## src/logic/perm_bank_pkg.sv

```systemverilog
// Constants for the domain access-permission bank
package perm_bank_pkg;

  // ****************************************
  // Bus widths and responses
  // ****************************************
  localparam int          ADDR_W     = 12;
  localparam int          DATA_W     = 32;
  localparam logic [1:0]  RESP_OKAY  = 2'h0;
  localparam logic [1:0]  RESP_SLVERR = 2'h2;

  // ****************************************
  // Register byte offsets
  // ****************************************
  localparam logic [11:0] OFS_DOM10_11   = 12'h0C4;
  localparam logic [11:0] OFS_DOM12_13   = 12'h0C8;
  localparam logic [11:0] OFS_DOM14_15   = 12'h0CC;
  localparam logic [11:0] OFS_OVERRIDE   = 12'h0D0;
  localparam logic [11:0] OFS_ERR_ENABLE = 12'h100;
  localparam logic [11:0] OFS_ERR_CLEAR  = 12'h104;
  localparam logic [11:0] OFS_ERR_STATUS = 12'h108;

  // ****************************************
  // Reset values and writable-bit masks
  // ****************************************
  localparam logic [31:0] RST_DOMAIN     = 32'h0000_0000;
  localparam logic [31:0] RST_OVERRIDE   = 32'h0000_0000;
  localparam logic [31:0] RST_ERR        = 32'h0000_0000;
  localparam logic [31:0] MASK_DOMAIN    = 32'h3FFF_3FFF;
  localparam logic [31:0] MASK_OVERRIDE  = 32'h8000_3FFF;
  localparam logic [31:0] MASK_ERR       = 32'h0000_007F;

  // ****************************************
  // Field layout
  // ****************************************
  localparam int          MST_COUNT      = 7;
  localparam int          DOM_FIRST      = 10;
  localparam int          DOM_COUNT      = 6;
  localparam int          DOM_BITS       = 2 * MST_COUNT;
  localparam int          HI_DOMAIN_LSB  = 16;
  localparam int          OVR_ENABLE_BIT = 31;
  localparam int          READ_SLOT      = 0;
  localparam int          WRITE_SLOT     = 1;
  localparam logic [3:0]  DOM_FIRST_ID   = 4'hA;
  localparam logic [3:0]  DOM_LAST_ID    = 4'hF;

endpackage

```

## src/logic/perm_check.sv

```systemverilog
// One master's permission lookup against the domain bank
`timescale 1ns/1ps
module perm_check (
  // Clock and reset
  input  wire logic        sys_clk,
  input  wire logic        rst,
  // Permission bits for this master, two per domain 10..15
  input  wire logic [11:0] blockBits,
  input  wire logic        overrideEn,
  input  wire logic [1:0]  overrideBits,
  // Access request from this master
  input  wire logic        accValid,
  input  wire logic        accWrite,
  input  wire logic [3:0]  accDomain,
  // Verdict
  output logic             accDone,
  output logic             accRefused
);
  import perm_bank_pkg::*;

  logic       inBank;
  logic [3:0] slot;
  logic [3:0] bitSel;
  logic       bankBlock;
  logic       ovrBlock;
  logic       next_refused;

  // Domains below 10 live in another bank and pass here unless the override is enabled
  assign inBank    = (accDomain >= DOM_FIRST_ID) && (accDomain <= DOM_LAST_ID);
  assign slot      = accDomain - DOM_FIRST_ID;
  assign bitSel    = {slot[2:0], accWrite};
  assign bankBlock = inBank && blockBits[bitSel];
  assign ovrBlock  = overrideBits[accWrite ? WRITE_SLOT : READ_SLOT];
  // Override replaces the domain setting entirely
  assign next_refused = overrideEn ? ovrBlock : bankBlock;

  // One-cycle verdict per request
  always_ff @(posedge sys_clk) begin
    if (rst) begin
      accDone    <= 1'b0;
      accRefused <= 1'b0;
    end else begin
      accDone    <= accValid;
      accRefused <= accValid && next_refused;
    end
  end

endmodule

```

## src/logic/iommu_domain_permission_bank.sv

```systemverilog
// Domain 10..15 access-permission bank with register slave and access checks
// Operation
// - Domain 12/13 register at 0xC8, resets zero
// - Domain 14/15 register at 0xCC, resets zero
// - Write-block bit 1 refuses master writes
// - Read-block bit 1 refuses master reads
// - Domain 13 in bits 29:16, 31:30 reserved
// - Domain 12 in bits 13:0, 15:14 reserved
// - Domain 15 in bits 29:16, same pairing
// - Domain 14 low half, master 6 at 13:12
// - Domain 10 low, domain 11 high half
// - All non-reserved bits read/write, reset to permitted
// - Seven masters, fourteen bits per domain
// - Override enable replaces all domain settings
// - Refused access raises pending permission error
//
// Added by the designer: register access over AXI4-Lite.
`timescale 1ns/1ps
module iommu_domain_permission_bank (
  // Clock and reset
  input  wire logic                          sys_clk,
  input  wire logic                          rst,
  // AXI4-Lite write address
  input  wire logic [perm_bank_pkg::ADDR_W-1:0] s_axi_awaddr,
  input  wire logic                          s_axi_awvalid,
  output logic                               s_axi_awready,
  // AXI4-Lite write data
  input  wire logic [31:0]                   s_axi_wdata,
  input  wire logic [3:0]                    s_axi_wstrb,
  input  wire logic                          s_axi_wvalid,
  output logic                               s_axi_wready,
  // AXI4-Lite write response
  output logic [1:0]                         s_axi_bresp,
  output logic                               s_axi_bvalid,
  input  wire logic                          s_axi_bready,
  // AXI4-Lite read address
  input  wire logic [perm_bank_pkg::ADDR_W-1:0] s_axi_araddr,
  input  wire logic                          s_axi_arvalid,
  output logic                               s_axi_arready,
  // AXI4-Lite read data
  output logic [31:0]                        s_axi_rdata,
  output logic [1:0]                         s_axi_rresp,
  output logic                               s_axi_rvalid,
  input  wire logic                          s_axi_rready,
  // Master access requests, one lane per master
  input  wire logic [6:0]                    accValid,
  input  wire logic [6:0]                    accWrite,
  input  wire logic [27:0]                   accDomain,
  // Access verdicts
  output logic [6:0]                         accDone,
  output logic [6:0]                         accRefused,
  // Permission vector towards the translation logic
  output logic [31:0]                        permDom10_11,
  output logic [31:0]                        permDom12_13,
  output logic [31:0]                        permDom14_15,
  output logic [31:0]                        permOverride,
  // Permission error pending
  output logic                               permErrIrq
);
  import perm_bank_pkg::*;

  // ****************************************
  // Storage
  // ****************************************
  logic [31:0]       dom10_11;
  logic [31:0]       dom12_13;
  logic [31:0]       dom14_15;
  logic [31:0]       overrideReg;
  logic [31:0]       errEnable;
  logic [31:0]       errStatus;

  // ****************************************
  // Write channel state
  // ****************************************
  logic              awHeld;
  logic [ADDR_W-1:0] awAddr;
  logic              wHeld;
  logic [31:0]       wData;
  logic [3:0]        wStrb;
  logic              doWrite;
  logic [31:0]       strbMask;
  logic [ADDR_W-1:0] wrAddr;

  // ****************************************
  // Read channel state
  // ****************************************
  logic              doRead;
  logic [31:0]       next_rdata;
  logic              rdMapped;
  logic [ADDR_W-1:0] rdAddr;
  logic              rdDom10_11;
  logic              rdDom12_13;
  logic              rdDom14_15;
  logic              rdOverride;
  logic              rdErrEnable;
  logic              rdErrClear;
  logic              rdErrStatus;

  // ****************************************
  // Write decode
  // ****************************************
  logic              wrDom10_11;
  logic              wrDom12_13;
  logic              wrDom14_15;
  logic              wrOverride;
  logic              wrErrEnable;
  logic              wrErrClear;
  logic              wrErrStatus;
  logic              wrMapped;
  logic [31:0]       errClear;
  logic [6:0]        errSet;
  logic [6:0]        verdictRefused;
  logic [6:0]        verdictDone;

  // Write fires once address and data are both held and no response waits
  assign doWrite  = awHeld && wHeld && !s_axi_bvalid;
  assign wrAddr   = awAddr;
  assign strbMask = {{8{wStrb[3]}}, {8{wStrb[2]}}, {8{wStrb[1]}}, {8{wStrb[0]}}};

  // Address decode for writes
  assign wrDom10_11  = doWrite && (wrAddr == OFS_DOM10_11);
  assign wrDom12_13  = doWrite && (wrAddr == OFS_DOM12_13);
  assign wrDom14_15  = doWrite && (wrAddr == OFS_DOM14_15);
  assign wrOverride  = doWrite && (wrAddr == OFS_OVERRIDE);
  assign wrErrEnable = doWrite && (wrAddr == OFS_ERR_ENABLE);
  assign wrErrClear  = doWrite && (wrAddr == OFS_ERR_CLEAR);
  assign wrErrStatus = doWrite && (wrAddr == OFS_ERR_STATUS);
  assign wrMapped    = wrDom10_11 || wrDom12_13 || wrDom14_15 || wrOverride
                    || wrErrEnable || wrErrClear || wrErrStatus;

  // Clear pulses only on written lanes
  assign errClear = wrErrClear ? (wData & strbMask & MASK_ERR) : 32'h0000_0000;

  // ****************************************
  // AXI4-Lite write address and data capture
  // ****************************************
  // Ready flops are the inverse of the hold flags, so each channel takes one item
  assign awHeld = !s_axi_awready;
  assign wHeld  = !s_axi_wready;

  // Address holding register
  always_ff @(posedge sys_clk) begin
    if (rst) begin
      s_axi_awready <= 1'b1;
      awAddr        <= '0;
    end else if (s_axi_awvalid && s_axi_awready) begin
      s_axi_awready <= 1'b0;
      awAddr        <= {s_axi_awaddr[ADDR_W-1:2], 2'b00};
    end else if (doWrite) begin
      s_axi_awready <= 1'b1;
    end
  end

  // Data holding register, taken independently of the address
  always_ff @(posedge sys_clk) begin
    if (rst) begin
      s_axi_wready <= 1'b1;
      wData        <= 32'h0000_0000;
      wStrb        <= 4'h0;
    end else if (s_axi_wvalid && s_axi_wready) begin
      s_axi_wready <= 1'b0;
      wData        <= s_axi_wdata;
      wStrb        <= s_axi_wstrb;
    end else if (doWrite) begin
      s_axi_wready <= 1'b1;
    end
  end

  // Write response, SLVERR for holes in the map
  always_ff @(posedge sys_clk) begin
    if (rst) begin
      s_axi_bvalid <= 1'b0;
      s_axi_bresp  <= RESP_OKAY;
    end else if (doWrite) begin
      s_axi_bvalid <= 1'b1;
      s_axi_bresp  <= wrMapped ? RESP_OKAY : RESP_SLVERR;
    end else if (s_axi_bready) begin
      s_axi_bvalid <= 1'b0;
    end
  end

  // ****************************************
  // Permission registers
  // ****************************************
  // Reserved bits 31:30 and 15:14 never store, so they read zero
  always_ff @(posedge sys_clk) begin
    if (rst) begin
      dom10_11 <= RST_DOMAIN;
    end else if (wrDom10_11) begin
      dom10_11 <= (dom10_11 & ~strbMask) | (wData & strbMask & MASK_DOMAIN);
    end
  end

  // Domains 12 and 13, one short process per register
  always_ff @(posedge sys_clk) begin
    if (rst) begin
      dom12_13 <= RST_DOMAIN;
    end else if (wrDom12_13) begin
      dom12_13 <= (dom12_13 & ~strbMask) | (wData & strbMask & MASK_DOMAIN);
    end
  end

  // Domains 14 and 15
  always_ff @(posedge sys_clk) begin
    if (rst) begin
      dom14_15 <= RST_DOMAIN;
    end else if (wrDom14_15) begin
      dom14_15 <= (dom14_15 & ~strbMask) | (wData & strbMask & MASK_DOMAIN);
    end
  end

  // Override register, enable at bit 31 and per-master pairs below
  always_ff @(posedge sys_clk) begin
    if (rst) begin
      overrideReg <= RST_OVERRIDE;
    end else if (wrOverride) begin
      overrideReg <= (overrideReg & ~strbMask) | (wData & strbMask & MASK_OVERRIDE);
    end
  end

  // ****************************************
  // Permission error reporting
  // ****************************************
  // A new refusal wins over a clear in the same cycle
  assign errSet = verdictDone & verdictRefused;

  // Enable mask, one bit per master
  always_ff @(posedge sys_clk) begin
    if (rst) begin
      errEnable <= RST_ERR;
    end else if (wrErrEnable) begin
      errEnable <= (errEnable & ~strbMask) | (wData & strbMask & MASK_ERR);
    end
  end

  // Status is read-only; writes to its offset are dropped
  always_ff @(posedge sys_clk) begin
    if (rst) begin
      errStatus <= RST_ERR;
    end else begin
      errStatus <= (errStatus & ~errClear) | {25'h0000000, errSet};
    end
  end

  // Pending error stays up until software clears the cause
  always_ff @(posedge sys_clk) begin
    if (rst) begin
      permErrIrq <= 1'b0;
    end else begin
      permErrIrq <= |(errStatus & errEnable);
    end
  end

  // ****************************************
  // Per-master permission checks
  // ****************************************
  // Each lane gathers its own bit pair from all six domains
  genvar m;
  generate
    for (m = 0; m < MST_COUNT; m = m + 1) begin : gMaster
      logic [11:0] laneBits;
      // Low half holds even domain, high half the odd one
      assign laneBits = {dom14_15[HI_DOMAIN_LSB + 2*m +: 2],
                         dom14_15[2*m +: 2],
                         dom12_13[HI_DOMAIN_LSB + 2*m +: 2],
                         dom12_13[2*m +: 2],
                         dom10_11[HI_DOMAIN_LSB + 2*m +: 2],
                         dom10_11[2*m +: 2]};

      perm_check uCheck (
        .sys_clk      (sys_clk),
        .rst          (rst),
        .blockBits    (laneBits),
        .overrideEn   (overrideReg[OVR_ENABLE_BIT]),
        .overrideBits (overrideReg[2*m +: 2]),
        .accValid     (accValid[m]),
        .accWrite     (accWrite[m]),
        .accDomain    (accDomain[4*m +: 4]),
        .accDone      (verdictDone[m]),
        .accRefused   (verdictRefused[m])
      );
    end
  endgenerate

  // Verdicts leave straight from the lane flip-flops
  assign accDone    = verdictDone;
  assign accRefused = verdictRefused;

  // ****************************************
  // Permission vector outputs
  // ****************************************
  // Driven from the register flip-flops themselves
  assign permDom10_11 = dom10_11;
  assign permDom12_13 = dom12_13;
  assign permDom14_15 = dom14_15;
  assign permOverride = overrideReg;

  // ****************************************
  // AXI4-Lite read channel
  // ****************************************
  // One read at a time; the ready flop is low while data waits
  assign doRead = s_axi_arvalid && s_axi_arready;

  // Read decode on the word address; the clear register is write-only
  assign rdAddr      = {s_axi_araddr[ADDR_W-1:2], 2'b00};
  assign rdDom10_11  = (rdAddr == OFS_DOM10_11);
  assign rdDom12_13  = (rdAddr == OFS_DOM12_13);
  assign rdDom14_15  = (rdAddr == OFS_DOM14_15);
  assign rdOverride  = (rdAddr == OFS_OVERRIDE);
  assign rdErrEnable = (rdAddr == OFS_ERR_ENABLE);
  assign rdErrClear  = (rdAddr == OFS_ERR_CLEAR);
  assign rdErrStatus = (rdAddr == OFS_ERR_STATUS);
  assign rdMapped    = rdDom10_11 || rdDom12_13 || rdDom14_15 || rdOverride
                    || rdErrEnable || rdErrClear || rdErrStatus;

  // One-hot AND-OR select, so holes and the clear register read zero
  assign next_rdata = ({32{rdDom10_11}} & dom10_11)
                    | ({32{rdDom12_13}} & dom12_13)
                    | ({32{rdDom14_15}} & dom14_15)
                    | ({32{rdOverride}} & overrideReg)
                    | ({32{rdErrEnable}} & errEnable)
                    | ({32{rdErrStatus}} & errStatus);

  // Read response register
  always_ff @(posedge sys_clk) begin
    if (rst) begin
      s_axi_rvalid  <= 1'b0;
      s_axi_arready <= 1'b1;
      s_axi_rdata   <= 32'h0000_0000;
      s_axi_rresp   <= RESP_OKAY;
    end else if (doRead) begin
      s_axi_rvalid  <= 1'b1;
      s_axi_arready <= 1'b0;
      s_axi_rdata   <= next_rdata;
      s_axi_rresp   <= rdMapped ? RESP_OKAY : RESP_SLVERR;
    end else if (s_axi_rready) begin
      s_axi_rvalid  <= 1'b0;
      s_axi_arready <= 1'b1;
    end
  end

endmodule

```

## config.mk

```make
export PLATFORM = sky130hd
export DESIGN_NAME = iommu_domain_permission_bank
export DESIGN_NICKNAME = d
export VERILOG_FILES = /design/src/logic/perm_bank_pkg.sv /design/src/logic/perm_check.sv /design/src/logic/iommu_domain_permission_bank.sv
export SDC_FILE = /design/constraint.sdc
export NUM_CORES = 1
export LEC_CHECK = 0
export BUFFER_PORTS_ARGS = -buffer_cell sky130_fd_sc_hd__buf_4
export CAP_MARGIN = 20
export CORE_MARGIN = 2
export CORE_UTILIZATION = 57
export CTS_CLUSTER_SIZE = 14
export DETAILED_ROUTE_END_ITERATION = 10
export PLACE_DENSITY = 0.95
export SYNTH_ARGS = -nofsm -noshare
export SYNTH_HDL_FRONTEND = slang
export SYNTH_HIERARCHICAL = 1
export SYNTH_SLANG_ARGS = --single-unit
```

## constraint.sdc

```tcl
create_clock -name sys_clk -period 4.4 [get_ports sys_clk]
set_clock_uncertainty 0.05 [all_clocks]
set_input_delay 0.66 -clock sys_clk [delete_from_list [all_inputs] [get_ports sys_clk]]
set_output_delay 0.66 -clock sys_clk [all_outputs]
set_load 0.01 [all_outputs]
```

Yosys cells after proc, flatten, opt, wreduce, memory -nomap -nowiden. Cells that the tools add are included.

Output and inout bits: 184. Flip-flop bits (word level): 294. Bits in writable memories: 0. Latch bits: 0. Word-level logic and storage cells: 223. Bits in read-only memories: 0. Memories: 0. Input port bits: 109.

Magnitude comparators: 28. Reductions and logical operators: 53. Multiplexer cells: 61. Add/sub/neg operators: 7. Bitwise operators: 28. Shift-type cells: 0. Multiply operators: 0. Divide/modulo/power cells: 0. Equality and inequality tests: 14.

Operator list (number): $and 32x32->32 (14); $lt 32x3->1 const B (7); $or 32x32->32 (6); $or 32x30->32 (3); $eq 10x6->1 const B (8); $or 32x7->32 (2); $eq 10x7->1 const B (6); $mux 1 (51); $lt 4x5->1 const B (7); $logic_and 1x1->1 (33); $not 32->32 (1); $not 7->32 (1); $reduce_or 32->1 (1); $bmux 1 s4 (7); $ge 4x4->1 const B (7); $le 4x4->1 const B (7); $sub 3x2->3 const B (7); $logic_or 1x1->1 (12); $reduce_bool 2->1 (4); $and 7x7->7 (1); $mux 7 (1); $mux 2 (2); $logic_not 1->1 (3).

Logic depth before layout (Yosys ltp). Gate-level depths: netlist of the first run.

Depth after elaboration: 11. Gate-level depth with buffers: 8. Gate-level depth less buffers: 5.

By module. The synthesis of the first run kept the hierarchy.

By module, submodules not included: iommu_domain_permission_bank (area each 9887.0 sq um, sequential area each 5004.8 sq um, cells an instance 1133, instances 1); perm_check (area each 210.2 sq um, sequential area each 40.0 sq um, cells an instance 21, instances 7).

Worst setup path after synthesis of the first run. Ideal clock, no wire load.

Kind: in2reg. Start: input port s_axi_araddr[8] (netlist bit). End: register s_axi_rdata[15]. Path slack: 2055 ps. Path buffers: 3. Required time: 4264 ps. Arrival: 2209 ps. Cell stages on the path: 8. Cells stage by stage: and3b_1 -> buf_4 -> nor2b_1 -> clkbuf_1 -> nor3b_2 -> buf_2 -> a221oi_1 -> a211oi_1.

Longest elaborated chain between the ends: 7.

Ends and longest elaborated chain: start: declaration (RTL line iommu_domain_permission_bank.sv:37) `input wire logic [perm_bank_pkg::ADDR_W-1:0] s_axi_araddr,`; $eq 10x6->1 (on tied branches) (RTL line iommu_domain_permission_bank.sv:306, iommu_domain_permission_bank.sv:307); $and 32x32->32 (on tied branches) (RTL line iommu_domain_permission_bank.sv:317, iommu_domain_permission_bank.sv:318); $or 32x32->32 (RTL line iommu_domain_permission_bank.sv:318) `| ({32{rdDom12_13}} & dom12_13)`; $or 32x32->32 (RTL line iommu_domain_permission_bank.sv:319) `| ({32{rdDom14_15}} & dom14_15)`; $or 32x32->32 (RTL line iommu_domain_permission_bank.sv:320) `| ({32{rdOverride}} & overrideReg)`; $or 32x32->32 (RTL line iommu_domain_permission_bank.sv:321) `| ({32{rdErrEnable}} & errEnable)`; $or 32x32->32 * (RTL line iommu_domain_permission_bank.sv:322) `| ({32{rdErrStatus}} & errStatus);`; end signal: assignment (RTL line iommu_domain_permission_bank.sv:334) `s_axi_rdata <= next_rdata;`; end: declaration (RTL line iommu_domain_permission_bank.sv:41) `output logic [31:0] s_axi_rdata,`.

Mark *: on every way between the ends. The rest lies on a longest branch, timed or not. A chain may end at the register's enable or synchronous reset.

==> results of run 1 <==
per-layer routing:
metal | global-route usage (%) | part of all wire [%] | up-vias
met1 | 46.5 | 37 | 5394
met4 | 17.8 | 5.7 | 0
met3 | 9.50 | 13 | 152
li1 | - | - | 5079
met2 | 55.5 | 45 | 821
met5 | 0 | 0 | -
power by group through the flow:
| stage | Clock [uW] | Combinational [uW] | Sequential, uW |
|---|---|---|---|
| finish | 2210 | 402 | 2500 |
| global route | 2300 | 430 | 2500 |
| CTS | 2200 | 392 | 2500 |
| detailed placement | 0 | 389 | 2550 |
| global placement | 0 | 375 | 2550 |
| floorplan | 0 | 203 | 2540 |
logic make-up after synthesis:
group / share of synthesized area (%)
AOI/OAI and AO/OA: 16.2
muxes: 9.76
other: 0.0330
and+or+nand+nor: 23.4
DFF: 46.5
buffers and inverters: 4.01
worst max-delay path, stage by stage, from the launching register on:
cell and delay [ns]:
dfxtp_1 0.30, or3_1 0.60, or4_1 1.06, nor2_1 0.83, nand2_1 0.13, a21oi_1 0.16
per-stage QoR:
step | instance area, um2 | power, uW | setup slack (ns) | hold slack [ns] | cells
2_1_floorplan | 11400 | 2740 | 2.06 | 0.380 | 1281
3_3_place_gp | 13600 | 2920 | 1.21 | 0.390 | 1757
3_5_place_dp | 13600 | 2940 | 1.21 | 0.395 | 1758
4_1_cts | 14400 | 5090 | 1.29 | 0.272 | 1804
5_1_grt | 14500 | 5230 | 1.11 | 0.305 | 1806
6_report | 14500 | 5110 | 1.19 | 0.278 | 1806
final cells by class:
class                           count  area share, %
Clock buffer                       38           5.43
Clock inverter                      8          0.484
Inverter                           12          0.311
Multi-Input combinational cell    917           39.0
Sequential cell                   264           36.5
Tap cell                          265           2.29
Timing Repair Buffer              302           16.0
final timing paths:
kind / to / slack, ns
setup / recovery: register / 1.19
hold / removal: s_axi_awready / 0.28
setup reg to reg: register / 1.19
hold reg to reg: awAddr[11] / 0.40
cells in the final DEF (no fill, tap or decap), drive strengths merged, types with 14 or more instances in the layout:
cell / synthesis / layout
buf: 25 / 302
a221oi: 29 / 29
nor4: 17 / 17
o22ai: 14 / 14
a211oi: 19 / 19
and2: 47 / 47
nor4b: 15 / 15
nor3: 15 / 15
nand3b: 15 / 15
a21oi: 126 / 126
o21ai: 30 / 30
clkbuf: 63 / 38
nand3: 75 / 75
nor2: 82 / 82
mux2i: 95 / 95
dfxtp: 264 / 264
nand2: 212 / 212
o2bb2ai: 17 / 17
==> summary.md, run 1 <==
| Metric | Value |
|---|---|
| Reg2reg path depth | 5 |
| Wire per inst | roughly 22 um |
| Psw | around 1200 uW |
| # DRC | 0 |
| Area Growth Syn to Fin | 27.5% |
| Multi-input logic area | between 0.005 and 0.006 mm2 |
| Detailed Place HPWL | 28900 um |
| Initial antenna violation count | 0 |
| Gate Count Post-Synth | roughly 1300 |
| CTS clk-pin slew, worst paths | around 0.060 ns |
| Most common cell in the netlist | dfxtp_1 |
| Pin count of the biggest net entering global routing | roughly 120 |
| CTS sink count | approximately 260 |
| Routability cong. | roughly 0.96 |
| I/O pin cnt | 293 |
| Cell Pwr Density | 353 mW/mm2 |
| Synth top area cells | dfxtp_1, mux2i_1, nand2_1 |
| Chip Width | between 100 and 150 um |
| P_leak | ~0.0058 uW |
| Crit path DAT | about 3.6 ns |
| Clock Latency Late Sink | between 0.5 and 0.6 ns |
| RSZ-0062 raised after global routing | no |
| Die area | between 0.02 and 0.025 mm2 |
| Switching share of power | about a quarter |
| CP Class | reg -> reg |
| Synth cell count leaders | dfxtp_1, nand2_1, a21oi_1, mux2i_1, nor2_1 |
| Pre-antenna DRT Iters | 6 |
| Cell taking the most area after synthesis | dfxtp_1 |
| Congestion Overflow GR | 0 |
| Internal power | 3910 uW |
| Highest Clock Rate | about 310 MHz |
| CP startpoint | awAddr[9] |
| Async S/R FF share, synth | 0% |
| VDD IR-drop max | ~0.00029 V |
| CTS tree | yes |
| Post-synth EDFFs | 0 |
| Core ar. | 0.0195 mm2 |
| Number of global-route vias before repair | roughly 11000 |
| Cts hold-fix bufs | 0 |
| Vert. Die Dim | approximately 150 um |
| Synth Area per Inst | slightly below 9 um2 |
| Number of CTS-inserted buffers | 26 |
| Seq pwr share | roughly 49% |
| Worst Path Max Fanout | 32 |
| ANT cells | 0 |
| Hold_sp | s_axi_awvalid |
| Hold depth | 2 |
| Port Buffers | approximately 280 |
| Final number of hold-violating endpoints | 0 |
| Crit path launch type | register |
| Clk root buf | clkbuf_16 |
| Nets | 1632 |
| Starting density of the core | 58.2% |
| Setup TNS | 0 ns |
| Final setup vio count | 0 |
| Worst Hold Class | in -> reg |
| GRT Total Usage | between 30% and 40% |
| Min cycle time layout | 3.21 ns |
| Yosys reg bits | roughly 260 |
| Reg2reg start | awAddr[9] |
| First-pass GRT wire length | 60100 um |
| Vias | about 11000 |
| Combinational Power Share | 7.9% |
| Sequential share of the synthesized area | between 40% and 50% |
| # fillers | between 1000 and 1500 |
| Area taken by flip-flops and latches | approximately 0.0053 mm2 |
| Fin crit share | about 73% |
| Clock Path Buffers | 3 |
| Status | finished, final reports clean |
| Final ANT Viol Nets | 0 |
| Cell row count | 51 |
| Via/cell ratio | 6.34 |
| DR iter-0 viols | roughly 1400 |
| Yosys warning total | 6 |
| Tightest Pin Transition | between 1 and 1.5 ns |
| # resized after CTS | 0 |
| Yosys top cell area share | roughly 47% |
| H-tree Lvls | 1 |
| Max-cap violations | 0 |
| Layout cells sized above 1 | around a quarter |
| Netlist Area Pre-Place | between 0.01 and 0.015 mm2 |
| Post-CTS Setup Inserts | 0 |
| Main synth FF type | dfxtp_1 |
| Final Core Density | 74.2% |
| CP Capture Type | register |
| Relative max-transition margin | ~30% |
| Distinct cells, synth | 50 |
| Clock power share | between 40% and 50% |
| Slew Limit Fails | 0 |
| Final WL | roughly 40000 um |
| Worst path required time | between 4 and 5 ns |
Power figures use the tool's default switching activity.
==> run 2: changes to the inputs <==
--- a/config.mk
+++ b/config.mk
@@ -5,13 +5,14 @@
 export SDC_FILE = /design/constraint.sdc
 export NUM_CORES = 1
 export LEC_CHECK = 0
+export ABC_AREA = 1
 export BUFFER_PORTS_ARGS = -buffer_cell sky130_fd_sc_hd__buf_4
 export CAP_MARGIN = 20
 export CORE_MARGIN = 2
-export CORE_UTILIZATION = 57
+export CORE_UTILIZATION = 49
 export CTS_CLUSTER_SIZE = 14
 export DETAILED_ROUTE_END_ITERATION = 10
-export PLACE_DENSITY = 0.95
+export PLACE_DENSITY = 0.89
 export SYNTH_ARGS = -nofsm -noshare
 export SYNTH_HDL_FRONTEND = slang
 export SYNTH_HIERARCHICAL = 1
==> constraint.sdc (replaced) <==
create_clock -name sys_clk -period 2.6 [get_ports sys_clk]
set_clock_uncertainty 0.05 [all_clocks]
set_input_delay 0.39 -clock sys_clk [delete_from_list [all_inputs] [get_ports sys_clk]]
set_output_delay 0.39 -clock sys_clk [all_outputs]
set_load 0.01 [all_outputs]
==> run 2 against run 1 <==
Sequential share of layout area down 3.1 points. Count of clock-buffer cells in the layout up 2. Synthesized cell count up 50%. Combinational power up 110%. Worst hold slack worse by 0.26 ns. Cell count up 40%. Critical path type is now reg -> out. Highest routed layer unchanged.
==> summary.md, run 2 <==
| Metric | Value |
|---|---|
| Status | finished, final reports clean |
| Commonest non-fill, non-tap cell in the layout | nand2_1 |
| Sequential share of the synthesized area | 41.7% |
| Port Buffers | ~280 |
| Most common cell in the netlist | nand2_1 |
| GRT Total Usage | between 30% and 40% |
| CTS clk-pin slew, worst paths | roughly 0.060 ns |
| Fin crit share | approximately nine tenths |
| Synth top area cells | dfxtp_1, nand2_1, nand3_1 |
| Worst Path Max Fanout | 15 |
| Final Cell Area | between 0.015 and 0.02 mm2 |
| Cell taking the most area after synthesis | dfxtp_1 |
| Post-synth EDFFs | 0 |
| Initial antenna violation count | 0 |
| Distinct cells, synth | 31 |
| Starting density of the core | ~50% |
| Min cycle time layout | ~2.3 ns |
| CP Cell Sequence | buf_4 |
| Number of CTS-inserted buffers | 27 |
| Clock Latency Late Sink | 0.56 ns |
| Final WL | approximately 46000 um |
| Critical path's largest stage delay | 1.03 ns |
| CP Capture Type | output pin |
| # DRC | 0 |
| Vert. Die Dim | roughly 160 um |
| Wire per inst | 18.1 um |
| Pin count of the biggest net entering global routing | between 80 and 90 |
| Tightest Pin Transition | around 1.1 ns |
| Gate Count Post-Synth | between 1500 and 2000 |
| Final ANT Viol Nets | 0 |
| Core ar. | ~0.025 mm2 |
| Area Growth Syn to Fin | 25.0% |
| Placed cell area | 0.0150 mm2 |
| Crit path buf inv count | 1 |
| Routability cong. | approximately 0.96 |
| Worst path required time | about 2.2 ns |
| Relative max-transition margin | between 20% and 30% |
| Pre-antenna DRT Iters | 9 |
| Yosys top cell area share | 41.7% |
| Synth Area per Inst | roughly 6.6 um2 |
| Slew Limit Fails | 0 |
| H-tree Lvls | 1 |
| ANT cells | 0 |
| Final number of hold-violating endpoints | 0 |
| Nets | roughly 2300 |
| Die area | about 0.027 mm2 |
| Final setup vio count | 0 |
| Synth cell count leaders | nand2_1, nor2_1, inv_1, nand3_1, dfxtp_1 |
| CTS tree | yes |
| Yosys warning total | 6 |
| Cell Pwr Density | around 560 mW/mm2 |
| Number of global-route vias before repair | roughly 13000 |
| Commonest non-fill, non-tap cells in the layout | nand2_1, buf_4, nor2_1 |
| Yosys reg bits | around 260 |
| Crit path launch type | register |
| # resized after CTS | 0 |
| Clk root buf | clkbuf_16 |
| Cell row count | 58 |
| Main synth FF type | dfxtp_1 |
| Netlist Area Pre-Place | between 0.01 and 0.015 mm2 |
| Vias | approximately 14000 |
| Clock Path Buffers | 3 |
| RSZ-0062 raised after global routing | no |
| P_leak | 0.00830 uW |
| Async S/R FF share, synth | 0% |
| Max-cap violations | 0 |
| Crit path DAT | around 1.9 ns |
| Chip Width | between 150 and 200 um |
| Cell family with most CP delay | flip-flops |
| Setup TNS | 0 ns |
| CP Class | reg -> out |
| Congestion Overflow GR | 0 |
| Slowest library cell on the worst path | dfxtp_1 |
| Highest Clock Rate | between 400 and 500 MHz |
| Post-CTS Setup Inserts | 0 |
| DR iter-0 viols | around 1700 |
| VDD IR-drop max | roughly 0.00046 V |
| Cts hold-fix bufs | 1 |
| Layout cells sized above 1 | between 10% and 20% |
| Detailed Place HPWL | 31900 um |
| I/O pin cnt | roughly 290 |
| First-pass GRT wire length | ~69000 um |
| Via/cell ratio | about 5.5 |
| CTS sink count | between 200 and 300 |
| Worst Hold Class | in -> reg |
## run 2: path summary, 6_finish.rpt
path,startpoint,end,slack (ns),cells after the start
max reg2reg,s_axi_wready,register,0.57,7
min,accValid[2],gMaster[2].uCheck/accDone,0.01,3
max,register,permOverride[31],0.31,1
min reg2reg,errEnable[18],errEnable[18],0.41,2
## run 2: layout make-up
type | count | area, um2
multi-input combinational | 1274 | 5800
tap | 330 | 413
clock inverter | 9 | 78.8
inverter | 293 | 1100
fill | 2174 | 9420
sequential | 264 | 5290
clock buffer | 40 | 785
timing repair buffer | 312 | 2370
## run 2: layer usage
| metal | track usage [%] | vias up | wire, um | part of all wire, % |
|---|---|---|---|---|
| met3 | 7.81 | 179 | 5720 | 12 |
| met2 | 51.1 | 907 | 20000 | 44 |
| met4 | 16.6 | 0 | 2530 | 5.5 |
| met1 | 42.3 | 6290 | 17500 | 38 |
| li1 | - | 6503 | - | - |
| met5 | 0 | - | 0 | 0 |
## run 2: metrics by stage
step	worst slack (ns)	hold slack (ns)	instances	power (uW)	utilization (%)
floorplan	1.02	0.386	1926	4770	-
global placement	0.703	0.393	2472	5140	59.3
detailed placement	0.663	0.401	2472	5160	59.3
CTS	0.377	0.00816	2522	8900	62.7
global route	0.315	0.0140	2522	9190	62.7
finish	0.310	0.0142	2522	8930	62.7
## run 2: worst reg2reg max path: stages, from the launching register on
cell and delay [ns]:
dfxtp_1 0.33, nor2_1 0.09, nand2_1 0.16, nor2_2 0.14, buf_4 0.32, nand3_2 0.47
nor2_1 0.25, nor2_1 0.07
## run 2: logic make-up after synthesis
logic type / synth area share [%]
AO/OA/AOI/OAI: 9.92
AND/OR/NAND/NOR: 35.7
other: 0.0296
flip-flops: 41.7
buffers and inverters: 12.7
## run 2: report_power, final
group / leakage [uW] / switching (uW) / internal, uW / total (uW)
Clock: 0.000423 / 1640 / 2180 / 3820
Sequential: 0.00215 / 120 / 4160 / 4280
Combinational: 0.00573 / 522 / 307 / 828
==> run 3: changes to the inputs <==
--- a/config.mk
+++ b/config.mk
@@ -8,11 +8,11 @@
 export ABC_AREA = 1
 export BUFFER_PORTS_ARGS = -buffer_cell sky130_fd_sc_hd__buf_4
 export CAP_MARGIN = 20
-export CORE_MARGIN = 2
-export CORE_UTILIZATION = 49
+export CORE_UTILIZATION = 54
 export CTS_CLUSTER_SIZE = 14
 export DETAILED_ROUTE_END_ITERATION = 10
-export PLACE_DENSITY = 0.89
+export PLACE_DENSITY = 0.92
+export SLEW_MARGIN = 20
 export SYNTH_ARGS = -nofsm -noshare
 export SYNTH_HDL_FRONTEND = slang
 export SYNTH_HIERARCHICAL = 1
==> constraint.sdc (replaced) <==
create_clock -name sys_clk -period 2.3 [get_ports sys_clk]
set_clock_uncertainty 0.05 [all_clocks]
set_input_delay 0.345 -clock sys_clk [delete_from_list [all_inputs] [get_ports sys_clk]]
set_output_delay 0.345 -clock sys_clk [all_outputs]
set_load 0.01 [all_outputs]
==> run 3 against run 2 <==
Global-route usage is 4.0 points higher. First-iteration DRC count is 6.0% lower. Highest routed layer is now met5. Combinational power is 18% higher. Clock power is 29% higher. Largest power group is now clock. Count of clock-buffer cells in the layout is 1 higher. Setup slack worse by 0.018 ns. Register-to-register slack worse by 0.28 ns.
==> summary.md, run 3 (synthesis results as in run 2) <==
| Metric | Value |
|---|---|
| Cell Pwr Density | ~660 mW/mm2 |
| Clock Latency Late Sink | between 0.5 and 0.6 ns |
| Commonest non-fill, non-tap cell in the layout | nand2_1 |
| Clock Path Buffers | 3 |
| P_leak | approximately 0.0084 uW |
| Status | finished, final reports clean |
| Critical path's largest stage delay | 0.39 ns |
| Slew Limit Fails | 0 |
| VDD IR-drop max | about 0.00061 V |
| Final ANT Viol Nets | 0 |
| RSZ-0062 raised after global routing | no |
| CTS clk-pin slew, worst paths | approximately 0.06 ns |
| Port Buffers | approximately 280 |
| Cell family with most CP delay | simple AND/OR/NAND/NOR gates |
| Setup TNS | 0 ns |
| Number of CTS-inserted buffers | 28 |
| Routability cong. | about 0.95 |
| Final WL | between 40000 and 50000 um |
| Highest Clock Rate | 498 MHz |
| Area Growth Syn to Fin | 27.7% |
| Relative max-transition margin | roughly half |
| CP Capture Type | register |
| Pin count of the biggest net entering global routing | 61 |
| Worst Path Max Fanout | 15 |
| Pre-antenna DRT Iters | 8 |
| First-pass GRT wire length | about 69000 um |
| Cell row count | 55 |
| Die area | between 0.02 and 0.025 mm2 |
| # DRC | 0 |
| Worst Hold Class | in -> reg |
| ANT cells | 0 |
| Vias | between 10000 and 15000 |
| # fillers | about 1900 |
| Core ar. | 0.0228 mm2 |
| Clk root buf | clkbuf_16 |
| Final Cell Area | ~0.016 mm2 |
| Max-cap violations | 0 |
| Layout cells sized above 1 | approximately 19% |
| Final setup vio count | 0 |
| Nets | around 2300 |
| Chip Width | approximately 160 um |
| Crit path DAT | between 2 and 2.5 ns |
| Initial antenna violation count | 2 |
| CP Class | reg -> reg |
| Congestion Overflow GR | 0 |
| H-tree Lvls | 1 |
| GRT Total Usage | a little under two fifths |
| Cts hold-fix bufs | 11 |
| Post-CTS Setup Inserts | 0 |
| CP Cell Sequence | nor2_4, nand3_1, nor2_2, nand3_2, nand2_1, nor3b_1 |
| I/O pin cnt | 293 |
| Wire per inst | ~18 um |
| CTS sink count | ~260 |
| Detailed Place HPWL | ~31000 um |
| Fin crit share | slightly below 90% |
| Tightest Pin Transition | roughly 0.76 ns |
| # resized after CTS | 0 |
| Number of global-route vias before repair | 12900 |
| CTS tree | yes |
| Worst path required time | 2.69 ns |
| DR iter-0 viols | 1637 |
| Crit path buf inv count | 0 |
| Vert. Die Dim | ~160 um |
| Commonest non-fill, non-tap cells in the layout | nand2_1, buf_4, nor2_1 |
| Placed cell area | around 0.015 mm2 |
| Crit path launch type | register |
| Slowest library cell on the worst path | nand3_2 |
| Min cycle time layout | about 2.0 ns |
| Starting density of the core | roughly 55% |
| Via/cell ratio | around 5.5 |
| Final number of hold-violating endpoints | 0 |
[run 3: cell types whose count changed in the layout (fill, tap and decap cells not counted), sizes merged]
cell	previous run	this run
buf	311	315
bufinv	1	5
clkbuf	40	41
clkinv	9	7
clkinvlp	2	3
dlygate4sd3	1	11
inv	290	289
[run 3: report_power, final]
part / leakage [uW] / switching [uW] / internal (uW) / total, uW
registers: 0.00215 / 131 / 4700 / 4830
clock network: 0.000490 / 1870 / 3060 / 4930
logic: 0.00581 / 608 / 371 / 979
total: 0.00845 / 2610 / 8130 / 10700
[run 3: tightest hold or removal path: cells and delay by family]
family / cells / cell delay, ns
AOI/OAI and AO/OA: 1 / 0.07
buffers and inverters: 1 / 0.07
and+or+nand+nor: 1 / 0.07
[run 3: stage by stage]
step	hold WS (ns)	std cells	worst slack, ns	power [uW]	utilization, %
floorplan	0.377	1926	0.720	5400	-
global placement	0.392	2459	0.504	5820	65.9
detailed placement	0.402	2459	0.416	5850	65.9
CTS	0.00506	2522	0.327	10700	70.9
global route	0.00228	2522	0.236	11000	70.9
finish	0.00884	2522	0.291	10700	70.9
[run 3: metal layers]
metal / up-vias / wire length, um / track usage (%) / share of wire (%)
met2: 989 / 20000 / 57.7 / 44
met4: 2 / 2790 / 19.7 / 6.1
li1: 6540 / - / - / -
met5: - / 9 / 0 / 0.020
met1: 6217 / 17100 / 47.4 / 38
met3: 199 / 5550 / 7.72 / 12
[run 3: path summary, 6_finish.rpt]
path	end	slack (ns)	startpoint	cells after the start
min	wData[7]	0.009	s_axi_wdata[7]	3
max reg2reg	register	0.29	awAddr[10]	6
min reg2reg	s_axi_rvalid	0.41	s_axi_rvalid	2
max	register	0.29	awAddr[10]	6
[run 3: layout make-up]
type | count | area (um2) | share of cell area [%]
multi-input combinational | 1274 | 5800 | 35.8
sequential | 264 | 5290 | 32.6
timing repair buffer | 326 | 2590 | 16.0
inverter | 293 | 1100 | 6.82
clock buffer | 41 | 831 | 5.13
tap | 313 | 392 | 2.42
clock inverter | 11 | 188 | 1.16
